## config.mk

```make
export PLATFORM = sky130hd
export DESIGN_NAME = ocd_top
export DESIGN_NICKNAME = d
export VERILOG_FILES = /design/src/rtl/ocd_pkg.sv /design/src/rtl/ocd_divider.sv /design/src/rtl/ocd_top.sv
export SDC_FILE = /design/constraint.sdc
export NUM_CORES = 1
export LEC_CHECK = 0
export BUFFER_PORTS_ARGS = -buffer_cell sky130_fd_sc_hd__clkbuf_2
export CORE_MARGIN = 5
export CORE_UTILIZATION = 45
export DETAILED_ROUTE_END_ITERATION = 8
export PLACE_DENSITY = 0.74
export RECOVER_POWER = 25
export SLEW_MARGIN = 10
export SYNTH_ARGS = -nofsm -noshare
export SYNTH_HDL_FRONTEND = slang
export SYNTH_SLANG_ARGS = --single-unit
```

## constraint.sdc

```tcl
create_clock -name i_clk -period 2.25 [get_ports i_clk]
set_input_delay 0.225 -clock i_clk [delete_from_list [all_inputs] [get_ports i_clk]]
set_output_delay 0.225 -clock i_clk [all_outputs]
set_load 0.01 [all_outputs]
```

## src/rtl/ocd_pkg.sv

```systemverilog
package ocd_pkg;

  // Register indices; byte address is four times the index
  localparam logic [8:0] IDX_A_COUNTS = 9'h190;
  localparam logic [8:0] IDX_A_CTRL   = 9'h191;
  localparam logic [8:0] IDX_A_ROUTE  = 9'h192;
  localparam logic [8:0] IDX_B_COUNTS = 9'h196;
  localparam logic [8:0] IDX_B_CTRL   = 9'h197;
  localparam logic [8:0] IDX_B_ROUTE  = 9'h198;
  localparam logic [8:0] IDX_STATUS   = 9'h1a0;

  // Field positions
  localparam int CNT_LOW_LSB   = 4;
  localparam int CNT_HIGH_LSB  = 0;
  localparam int CTL_BYPASS    = 7;
  localparam int CTL_NOALIGN   = 6;
  localparam int CTL_FORCE     = 5;
  localparam int CTL_START     = 4;
  localparam int CTL_PHASE_LSB = 0;
  localparam int RT_DIRECT     = 1;
  localparam int RT_DCC_OFF    = 0;
  localparam int CNT_W         = 4;

  // Reset values
  localparam logic [7:0] RST_COUNTS = 8'h00;
  localparam logic [7:0] RST_CTRL_A = 8'h80;
  localparam logic [7:0] RST_CTRL_B = 8'h00;
  localparam logic [7:0] RST_ROUTE  = 8'h00;

  // Distribution source select codes
  localparam logic [1:0] SRC_EXT = 2'b00;
  localparam logic [1:0] SRC_OSC = 2'b10;

  // Bus answers
  localparam logic [1:0] RESP_OKAY   = 2'h0;
  localparam logic [1:0] RESP_SLVERR = 2'h2;

  typedef enum logic {RD_IDLE, RD_VALID} ocd_rd_e;

  typedef struct packed {
    logic             bypass;
    logic             ignore_align;
    logic             force_high;
    logic             start_high;
    logic [CNT_W-1:0] phase;
    logic [CNT_W-1:0] low_cnt;
    logic [CNT_W-1:0] high_cnt;
    logic             direct;
    logic             dcc_off;
  } ocd_cfg_s;

  function automatic ocd_cfg_s ocd_unpack(input logic [7:0] cnts, input logic [7:0] ctl,
                                          input logic [7:0] rt);
    ocd_cfg_s c;
    c.bypass       = ctl[CTL_BYPASS];
    c.ignore_align = ctl[CTL_NOALIGN];
    c.force_high   = ctl[CTL_FORCE];
    c.start_high   = ctl[CTL_START];
    c.phase        = ctl[CTL_PHASE_LSB +: CNT_W];
    c.low_cnt      = cnts[CNT_LOW_LSB +: CNT_W];
    c.high_cnt     = cnts[CNT_HIGH_LSB +: CNT_W];
    c.direct       = rt[RT_DIRECT];
    c.dcc_off      = rt[RT_DCC_OFF];
    return c;
  endfunction

endpackage

```

## src/rtl/ocd_divider.sv

```systemverilog
module ocd_divider (
  // Clock, reset, enable
  input  wire logic             i_clk,
  input  wire logic             i_rst,
  input  wire logic             i_ce,
  // Settings and alignment request
  input  wire ocd_pkg::ocd_cfg_s i_cfg,
  input  wire logic             i_align,
  // Divided level
  output logic                  o_div
);

  logic                     align_hit;
  logic                     div;
  logic                     next_div;
  logic [ocd_pkg::CNT_W-1:0] cnt;
  logic [ocd_pkg::CNT_W-1:0] next_cnt;
  logic [ocd_pkg::CNT_W-1:0] phase_cnt;
  logic [ocd_pkg::CNT_W-1:0] next_phase;

  assign align_hit = i_align && !i_cfg.ignore_align;

  always_comb
  begin
    next_div   = div;
    next_cnt   = cnt;
    next_phase = phase_cnt;
    if (i_cfg.bypass)
    begin
      next_div   = !div;
      next_cnt   = '0;
      next_phase = '0;
    end
    else if (align_hit)
    begin
      next_div   = i_cfg.start_high;
      next_phase = i_cfg.phase;
      next_cnt   = i_cfg.start_high ? i_cfg.high_cnt : i_cfg.low_cnt;
    end
    else if (phase_cnt != '0)
      next_phase = phase_cnt - 4'h1;
    else if (cnt != '0)
      next_cnt = cnt - 4'h1;
    else
    begin
      next_div = !div;
      next_cnt = div ? i_cfg.low_cnt : i_cfg.high_cnt;
    end
  end

  always_ff @(posedge i_clk)
    if (i_rst)
    begin
      div       <= 1'b0;
      cnt       <= '0;
      phase_cnt <= '0;
    end
    else if (i_ce)
    begin
      div       <= next_div;
      cnt       <= next_cnt;
      phase_cnt <= next_phase;
    end

  // Static high only with both force and ignore bits set
  always_ff @(posedge i_clk)
    if (i_rst)
      o_div <= 1'b0;
    else if (i_ce)
      o_div <= (i_cfg.ignore_align && i_cfg.force_high) ? 1'b1 : next_div;

  // Run-length tracking for the checks below
  ocd_pkg::ocd_cfg_s cfg_q;
  logic [5:0]        run;
  logic              clean;
  logic              toggle_ok;

  assign toggle_ok = i_ce && clean && !i_cfg.bypass && !align_hit && phase_cnt == '0
                     && cnt == '0 && i_cfg == cfg_q;

  always_ff @(posedge i_clk)
    if (i_rst)
    begin
      cfg_q <= '0;
      run   <= 6'h01;
      clean <= 1'b0;
    end
    else if (i_ce)
    begin
      cfg_q <= i_cfg;
      run   <= (next_div != div) ? 6'h01 : run + 6'h01;
      if (align_hit || i_cfg.bypass || i_cfg != cfg_q)
        clean <= 1'b0;
      else if (phase_cnt == '0 && cnt == '0)
        clean <= 1'b1;
    end
endmodule // ocd_divider

```

## src/rtl/ocd_top.sv

```systemverilog
// Overview of operation
// - Low time lasts low count plus one
// - High time lasts high count plus one
// - Bypass passes input clock straight through
// - Bypass resets set on A, clear on B
// - Alignment obeyed unless ignore bit or bypass bit set
// - Forced high level needs force and ignore bits both set
// - Start bit picks initial output level
// - Phase field delays output by input cycles
// - Direct route, select 10 feeds oscillator
// - Direct route, select 00 feeds external
// - Select 01 leaves divider driving pair
// - Direct bit clear keeps divider on pair
// - Channel B routes its pair likewise
// - Duty correction off only when bit set
module ocd_top #(
  parameter int ADDR_W = 12
) (
  // Clock, reset, enable
  input  wire logic              i_clk,
  input  wire logic              i_rst,
  input  wire logic              i_ce,
  // Clock sources and alignment
  input  wire logic              i_osc_clk,
  input  wire logic              i_ext_clk,
  input  wire logic [1:0]        i_src_sel,
  input  wire logic              i_align,
  // Write address channel
  input  wire logic [ADDR_W-1:0] i_awaddr,
  input  wire logic              i_awvalid,
  output logic                   o_awready,
  // Write data channel
  input  wire logic [31:0]       i_wdata,
  input  wire logic [3:0]        i_wstrb,
  input  wire logic              i_wvalid,
  output logic                   o_wready,
  // Write response channel
  output logic [1:0]             o_bresp,
  output logic                   o_bvalid,
  input  wire logic              i_bready,
  // Read address channel
  input  wire logic [ADDR_W-1:0] i_araddr,
  input  wire logic              i_arvalid,
  output logic                   o_arready,
  // Read data channel
  output logic [31:0]            o_rdata,
  output logic [1:0]             o_rresp,
  output logic                   o_rvalid,
  input  wire logic              i_rready,
  // Output pairs
  output logic                   o_pair_a_out_p,
  output logic                   o_pair_a_out_n,
  output logic                   o_pair_b_out_p,
  output logic                   o_pair_b_out_n,
  // Duty correction disables to drivers
  output logic                   o_duty_correction_disable_a,
  output logic                   o_duty_correction_disable_b
);

  localparam logic [2:0] SEL_STATUS = 3'h6;
  localparam logic [2:0] SEL_NONE   = 3'h7;

  // Maps a byte address onto a register slot
  function automatic logic [2:0] ocd_decode(input logic [ADDR_W-1:0] addr);
    logic [8:0] idx;
    idx = addr[10:2];
    if (addr[ADDR_W-1:11] != '0)
      return SEL_NONE;
    case (idx)
      ocd_pkg::IDX_A_COUNTS: return 3'h0;
      ocd_pkg::IDX_A_CTRL:   return 3'h1;
      ocd_pkg::IDX_A_ROUTE:  return 3'h2;
      ocd_pkg::IDX_B_COUNTS: return 3'h3;
      ocd_pkg::IDX_B_CTRL:   return 3'h4;
      ocd_pkg::IDX_B_ROUTE:  return 3'h5;
      ocd_pkg::IDX_STATUS:   return SEL_STATUS;
      default:               return SEL_NONE;
    endcase
  endfunction

  function automatic logic [7:0] ocd_reset_val(input int slot);
    case (slot)
      1:       return ocd_pkg::RST_CTRL_A;
      4:       return ocd_pkg::RST_CTRL_B;
      2, 5:    return ocd_pkg::RST_ROUTE;
      default: return ocd_pkg::RST_COUNTS;
    endcase
  endfunction

  logic [7:0]          regs [6];
  ocd_pkg::ocd_cfg_s   cfg_a;
  ocd_pkg::ocd_cfg_s   cfg_b;
  logic                div_a;
  logic                div_b;
  logic [ADDR_W-1:0]   awaddr_q;
  logic [7:0]          wdata_q;
  logic                wstrb_q;
  logic                aw_got;
  logic                w_got;
  logic                wr_fire;
  logic [2:0]          wr_sel;
  logic [2:0]          rd_sel;
  ocd_pkg::ocd_rd_e    rd_state;

  // Register storage, unpacked into per-channel settings
  assign cfg_a = ocd_pkg::ocd_unpack(regs[0], regs[1], regs[2]);
  assign cfg_b = ocd_pkg::ocd_unpack(regs[3], regs[4], regs[5]);

  assign wr_sel  = ocd_decode(awaddr_q);
  assign rd_sel  = ocd_decode(i_araddr);
  assign wr_fire = aw_got && w_got && !o_bvalid;

  // Write address and data taken in either order
  always_ff @(posedge i_clk)
    if (i_rst)
    begin
      o_awready <= 1'b1;
      o_wready  <= 1'b1;
      o_bvalid  <= 1'b0;
      o_bresp   <= ocd_pkg::RESP_OKAY;
      aw_got    <= 1'b0;
      w_got     <= 1'b0;
      awaddr_q  <= '0;
      wdata_q   <= 8'h00;
      wstrb_q   <= 1'b0;
    end
    else if (i_ce)
    begin
      if (i_awvalid && o_awready)
      begin
        awaddr_q  <= i_awaddr;
        aw_got    <= 1'b1;
        o_awready <= 1'b0;
      end
      if (i_wvalid && o_wready)
      begin
        wdata_q  <= i_wdata[7:0];
        wstrb_q  <= i_wstrb[0];
        w_got    <= 1'b1;
        o_wready <= 1'b0;
      end
      if (wr_fire)
      begin
        o_bvalid <= 1'b1;
        o_bresp  <= (wr_sel == SEL_NONE) ? ocd_pkg::RESP_SLVERR : ocd_pkg::RESP_OKAY;
        aw_got   <= 1'b0;
        w_got    <= 1'b0;
      end
      if (o_bvalid && i_bready)
      begin
        o_bvalid  <= 1'b0;
        o_awready <= 1'b1;
        o_wready  <= 1'b1;
      end
    end

  // Register file; status and upper bits are read only
  always_ff @(posedge i_clk)
    if (i_rst)
    begin
      for (int i = 0; i < 6; i++)
        regs[i] <= ocd_reset_val(i);
    end
    else if (i_ce && wr_fire && wstrb_q && wr_sel < SEL_STATUS)
    begin
      if (wr_sel == 3'h2 || wr_sel == 3'h5)
        regs[wr_sel] <= {6'h00, wdata_q[1:0]};
      else
        regs[wr_sel] <= wdata_q;
    end

  // Read channel
  always_ff @(posedge i_clk)
    if (i_rst)
    begin
      rd_state  <= ocd_pkg::RD_IDLE;
      o_arready <= 1'b1;
      o_rvalid  <= 1'b0;
      o_rdata   <= 32'h0000_0000;
      o_rresp   <= ocd_pkg::RESP_OKAY;
    end
    else if (i_ce)
    begin
      case (rd_state)
        ocd_pkg::RD_IDLE:
        begin
          if (i_arvalid)
          begin
            o_arready <= 1'b0;
            o_rvalid  <= 1'b1;
            rd_state  <= ocd_pkg::RD_VALID;
            o_rresp   <= (rd_sel == SEL_NONE) ? ocd_pkg::RESP_SLVERR : ocd_pkg::RESP_OKAY;
            if (rd_sel == SEL_STATUS)
              o_rdata <= {28'h0000_000, o_pair_b_out_p, o_pair_a_out_p, div_b, div_a};
            else if (rd_sel == SEL_NONE)
              o_rdata <= 32'h0000_0000;
            else
              o_rdata <= {24'h00_0000, regs[rd_sel]};
          end
        end
        ocd_pkg::RD_VALID:
        begin
          if (i_rready)
          begin
            o_rvalid  <= 1'b0;
            o_arready <= 1'b1;
            rd_state  <= ocd_pkg::RD_IDLE;
          end
        end
        default:
        begin
          rd_state  <= ocd_pkg::RD_IDLE;
          o_rvalid  <= 1'b0;
          o_arready <= 1'b1;
        end
      endcase
    end

  // Channel dividers
  ocd_divider u_div_a (
    .i_clk   (i_clk),
    .i_rst   (i_rst),
    .i_ce    (i_ce),
    .i_cfg   (cfg_a),
    .i_align (i_align),
    .o_div   (div_a)
  );

  ocd_divider u_div_b (
    .i_clk   (i_clk),
    .i_rst   (i_rst),
    .i_ce    (i_ce),
    .i_cfg   (cfg_b),
    .i_align (i_align),
    .o_div   (div_b)
  );

  // Picks the level for a pair from divider or a direct source
  function automatic logic ocd_route(input logic direct, input logic [1:0] sel,
                                     input logic osc, input logic ext, input logic dv);
    if (direct && sel == ocd_pkg::SRC_OSC)
      return osc;
    else if (direct && sel == ocd_pkg::SRC_EXT)
      return ext;
    return dv;
  endfunction

  logic next_a;
  logic next_b;

  assign next_a = ocd_route(cfg_a.direct, i_src_sel, i_osc_clk, i_ext_clk, div_a);
  assign next_b = ocd_route(cfg_b.direct, i_src_sel, i_osc_clk, i_ext_clk, div_b);

  always_ff @(posedge i_clk)
    if (i_rst)
    begin
      o_pair_a_out_p <= 1'b0;
      o_pair_a_out_n <= 1'b1;
      o_pair_b_out_p <= 1'b0;
      o_pair_b_out_n <= 1'b1;
    end
    else if (i_ce)
    begin
      o_pair_a_out_p <= next_a;
      o_pair_a_out_n <= !next_a;
      o_pair_b_out_p <= next_b;
      o_pair_b_out_n <= !next_b;
    end

  always_ff @(posedge i_clk)
    if (i_rst)
    begin
      o_duty_correction_disable_a <= 1'b0;
      o_duty_correction_disable_b <= 1'b0;
    end
    else if (i_ce)
    begin
      o_duty_correction_disable_a <= cfg_a.dcc_off;
      o_duty_correction_disable_b <= cfg_b.dcc_off;
    end
endmodule // ocd_top

```

==> flow_metrics.py <==
metrics = {
    "floorplanning": {
        "die_x_microns": 126.2,
        "floorplan.die.height_microns": 126.2,
        "design.portCount": 120,
        "rows": 42,
        "die-area_sq_um": 15930,
        "core-area_sq_um": 13240,
        "floorplan.initialDensity_pct": 45.89,
    },
    "detailed_routing": {
        "drtIter0Drc": 316,
        "route.detailed.vias_per_inst": 5.446,
        "first_pass_iters": 5,
        "detail_route.wl_per_cell_microns": 15.91,
        "ant_nets": 0,
        "vias": 5087,
        "finalWirelength_mm": 14.86,
        "remaining_design_rule_violation_count": 0,
    },
    "synth": {
        "synth_enable_flop_cells": 48,
        "post_synthesis_average_cell_area_sq_um": 8.963,
        "top_post_synthesis_cells_by_area": "sky130_fd_sc_hd__edfxtp_1, sky130_fd_sc_hd__dfxtp_1, sky130_fd_sc_hd__nor2_1",
        "syn_inst": 678,
        "synthesis.yosys.warnings": 0,
        "yosys_most_used_dff": "sky130_fd_sc_hd__dfxtp_1",
        "synthDominantAreaCellType": "sky130_fd_sc_hd__edfxtp_1",
        "seq_area_frac_synth_pct": 44.47,
        "synth_seq_cells": 111,
        "syn_std_cell_area_sq_um": 6077,
        "async_flop_share_pct": 0,
        "netlist-cell-type-count": 76,
        "yosys.area.top_type_share_pct": 23.72,
    },
    "power_and_ir_drop": {
        "vdd_drop_max_mv": 0.4592,
        "static-leakage-power_nw": 2.666,
        "power.density_nw_per_um2": 661.9,
    },
    "clock_network": {
        "clk_path_buf_depth": 2,
        "clock_tree.root_cell": "sky130_fd_sc_hd__clkbuf_16",
        "cts_post_setup_buffers_inserted": 0,
        "cts_inserted_buffers": 9,
        "htree_num_levels": 3,
        "clkTransAtPathRegs_ns": 0.08,
        "clk-insertion-delay-late_ns": 0.35,
        "numClockSinks": 111,
        "tritoncts": "done",
    },
    "timing": {
        "max_clk_rate_mhz": 479.9,
        "timing.final.max_slew_violations": 0,
        "final.period_utilization_pct": 92.62,
        "finClkSkew_ns": 0.008858,
        "layout_min_cycle_time_ns": 2.084,
        "setup_viol_count_final": 0,
        "tightest_slew_ns": 0.9492,
        "post-route-worst-setup-slack_ns": 0.1661,
        "final-hold-violation-count": 0,
        "timing.max_slew.rel_slack_pct": 36.72,
    },
    "global_route": {
        "grt_max_degree": 40,
        "grt_overflow_total": 0,
        "grt_pass1_wl_mm": 23.46,
        "grt_usage_pct": 18.25,
        "initial_antenna_violation_count": 0,
        "first_global_vias": 4662,
    },
    "cells_and_area": {
        "syn_to_final_growth_pct": 13.40,
        "final_util_pct": 52.04,
        "num_antenna_cells": 0,
        "final_nets": 834,
        "mostFrequentLayoutCell": "sky130_fd_sc_hd__nor2_1",
        "mostFrequentLayoutCells": "sky130_fd_sc_hd__nor2_1, sky130_fd_sc_hd__nand2_1, sky130_fd_sc_hd__dfxtp_1",
        "drive_above_1_share_pct": 14.38,
    },
    "placement": {
        "post-dp-hpwl_mm": 11.15,
        "placement.io_buffers": 62,
        "place_worst_setup_slack_ns": 0.07796,
        "place.gp.congestion": 0.9325,
    },
    "critical_path": {
        "worst_ep_arrival_time_ns": 2.15,
        "crit_type": "reg2reg",
        "end_kind": "register",
        "timing.critical_path.from": "awaddr_q[6]",
        "worstSetupStartpointType": "register",
        "cp_max_fo": 8,
        "required_ns": 2.32,
        "critical_path.reg2reg.startpoint": "awaddr_q[6]",
    },
    "outcome": {
        "outcome": "finished, final reports clean",
    },
    "min_path": {
        "hold_path.startpoint": "i_awaddr[8]",
        "holdCritPathClass": "in2reg",
    },
    "job": {
        "max_cap_violations": 0,
    },
}
[worst paths after layout]
check / endpoint / slack, ns / cells past startpoint
hold reg to reg: o_pair_b_out_n / 0.45 / 2
hold / removal: awaddr_q[8] / 0.08 / 3
setup / recovery: regs[2][2] / 0.17 / 7
setup reg to reg: regs[2][2] / 0.17 / 7
[registers in the layout, indices dropped and copies added (netlist names), 4 cells and up]
| name | cells |
|---|---|
| wdata_q | 8 |
| u_div_a.cnt | 4 |
| u_div_b.phase_cnt | 4 |
| o_rdata | 8 |
| regs | 48 |
| awaddr_q | 10 |
| u_div_a.phase_cnt | 4 |
| u_div_b.cnt | 4 |
[timing repair]
| item | in CTS | in global routing |
|---|---|---|
| endpoints found under the setup margin | 0 | 41 |
| hold buffers | 0 | 0 |
| gates resized for setup | 0 | 2 |
[cells by family (layout without fill, tap and decap cells)]
group / count (synthesis) / in the layout / synth area share (%)
other: 1 / 32 / 0.06171
multiplexers: 22 / 22 / 3.685
flip-flops: 111 / 111 / 44.47
AO/OA/AOI/OAI: 159 / 159 / 17.56
AND/OR/NAND/NOR: 296 / 296 / 24.81
XOR/XNOR: 5 / 5 / 0.7207
buffers and inverters: 76 / 125 / 7.041
adder cells (fa/ha/maj): 8 / 8 / 1.647
[layout make-up]
cell class                 count  area, sq um
tap                          176        220.2
inverter                      18        67.56
timing repair buffer          91        505.5
multi-input combinational    522         3060
sequential                   111         2703
fill                        1257         6351
clock inverter                 4        56.30
clock buffer                  12        279.0
[metal layers]
layer  vias up  wire, microns  global-route usage, %  part of all wire [%]
li1       2531              -                      -                     -
met1      2354           6565                  24.27                    44
met2       174           6971                  29.77                    47
met3        28            931                  2.921                   6.3
met4         0            390                  7.319                   2.6
met5         -              0                      0                     0
[Yosys cell counts, types with 3 or more instances]
| master | number |
|---|---|
| sky130_fd_sc_hd__nor2_1 | 86 |
| sky130_fd_sc_hd__nand2_1 | 78 |
| sky130_fd_sc_hd__dfxtp_1 | 63 |
| sky130_fd_sc_hd__a21oi_1 | 53 |
| sky130_fd_sc_hd__edfxtp_1 | 48 |
| sky130_fd_sc_hd__buf_4 | 27 |
| sky130_fd_sc_hd__nor3_1 | 24 |
| sky130_fd_sc_hd__nand3_1 | 22 |
| sky130_fd_sc_hd__o21ai_0 | 22 |
| sky130_fd_sc_hd__clkbuf_1 | 21 |
| sky130_fd_sc_hd__mux2i_1 | 19 |
| sky130_fd_sc_hd__inv_1 | 18 |
| sky130_fd_sc_hd__and3_1 | 15 |
| sky130_fd_sc_hd__a211oi_1 | 13 |
| sky130_fd_sc_hd__and2_1 | 10 |
| sky130_fd_sc_hd__nand2b_1 | 10 |
| sky130_fd_sc_hd__nor2b_1 | 9 |
| sky130_fd_sc_hd__ha_1 | 8 |
| sky130_fd_sc_hd__nor3b_1 | 7 |
| sky130_fd_sc_hd__o211ai_1 | 7 |
| sky130_fd_sc_hd__o21bai_1 | 7 |
| sky130_fd_sc_hd__o21a_1 | 6 |
| sky130_fd_sc_hd__a2111oi_0 | 5 |
| sky130_fd_sc_hd__nor4_1 | 5 |
| sky130_fd_sc_hd__o31ai_1 | 5 |
| sky130_fd_sc_hd__a21o_1 | 4 |
| sky130_fd_sc_hd__a22oi_1 | 4 |
| sky130_fd_sc_hd__a31oi_1 | 4 |
| sky130_fd_sc_hd__buf_1 | 4 |
| sky130_fd_sc_hd__buf_6 | 4 |
| sky130_fd_sc_hd__o221ai_1 | 4 |
| sky130_fd_sc_hd__o32ai_1 | 4 |
| sky130_fd_sc_hd__and3b_1 | 3 |
| sky130_fd_sc_hd__mux2_2 | 3 |
| sky130_fd_sc_hd__xor2_1 | 3 |
[metrics by stage]
step	hold WS (ns)	cell area [sq um]	power, W	cells	TNS [ns]
after CTS	0.07311	6929	0.004596	934	0
after global routing	0.07129	6892	0.004738	934	-0.001375
after global placement	0.4392	6594	0.002834	918	0
after floorplan	0.3610	6193	0.002689	709	0
final	0.08435	6892	0.004562	934	0
after detailed placement	0.4468	6594	0.002843	918	0
[worst max-delay path, cell delays in order, from the launching register on]
cell and delay (ns):
sky130_fd_sc_hd__dfxtp_1 0.39, sky130_fd_sc_hd__nor3b_2 0.27, sky130_fd_sc_hd__nand3_1 0.13, sky130_fd_sc_hd__a21oi_1 0.22
sky130_fd_sc_hd__nor2_1 0.08, sky130_fd_sc_hd__or3_1 0.43, sky130_fd_sc_hd__nand2b_1 0.14, sky130_fd_sc_hd__buf_12 0.14
[power breakdown]
group          switching (W)  internal, W  total (W)
registers          0.0000941      0.00220    0.00229
logic               0.000299     0.000209   0.000508
clock network       0.000754      0.00101    0.00176
(Power assumes the default switching activity.)
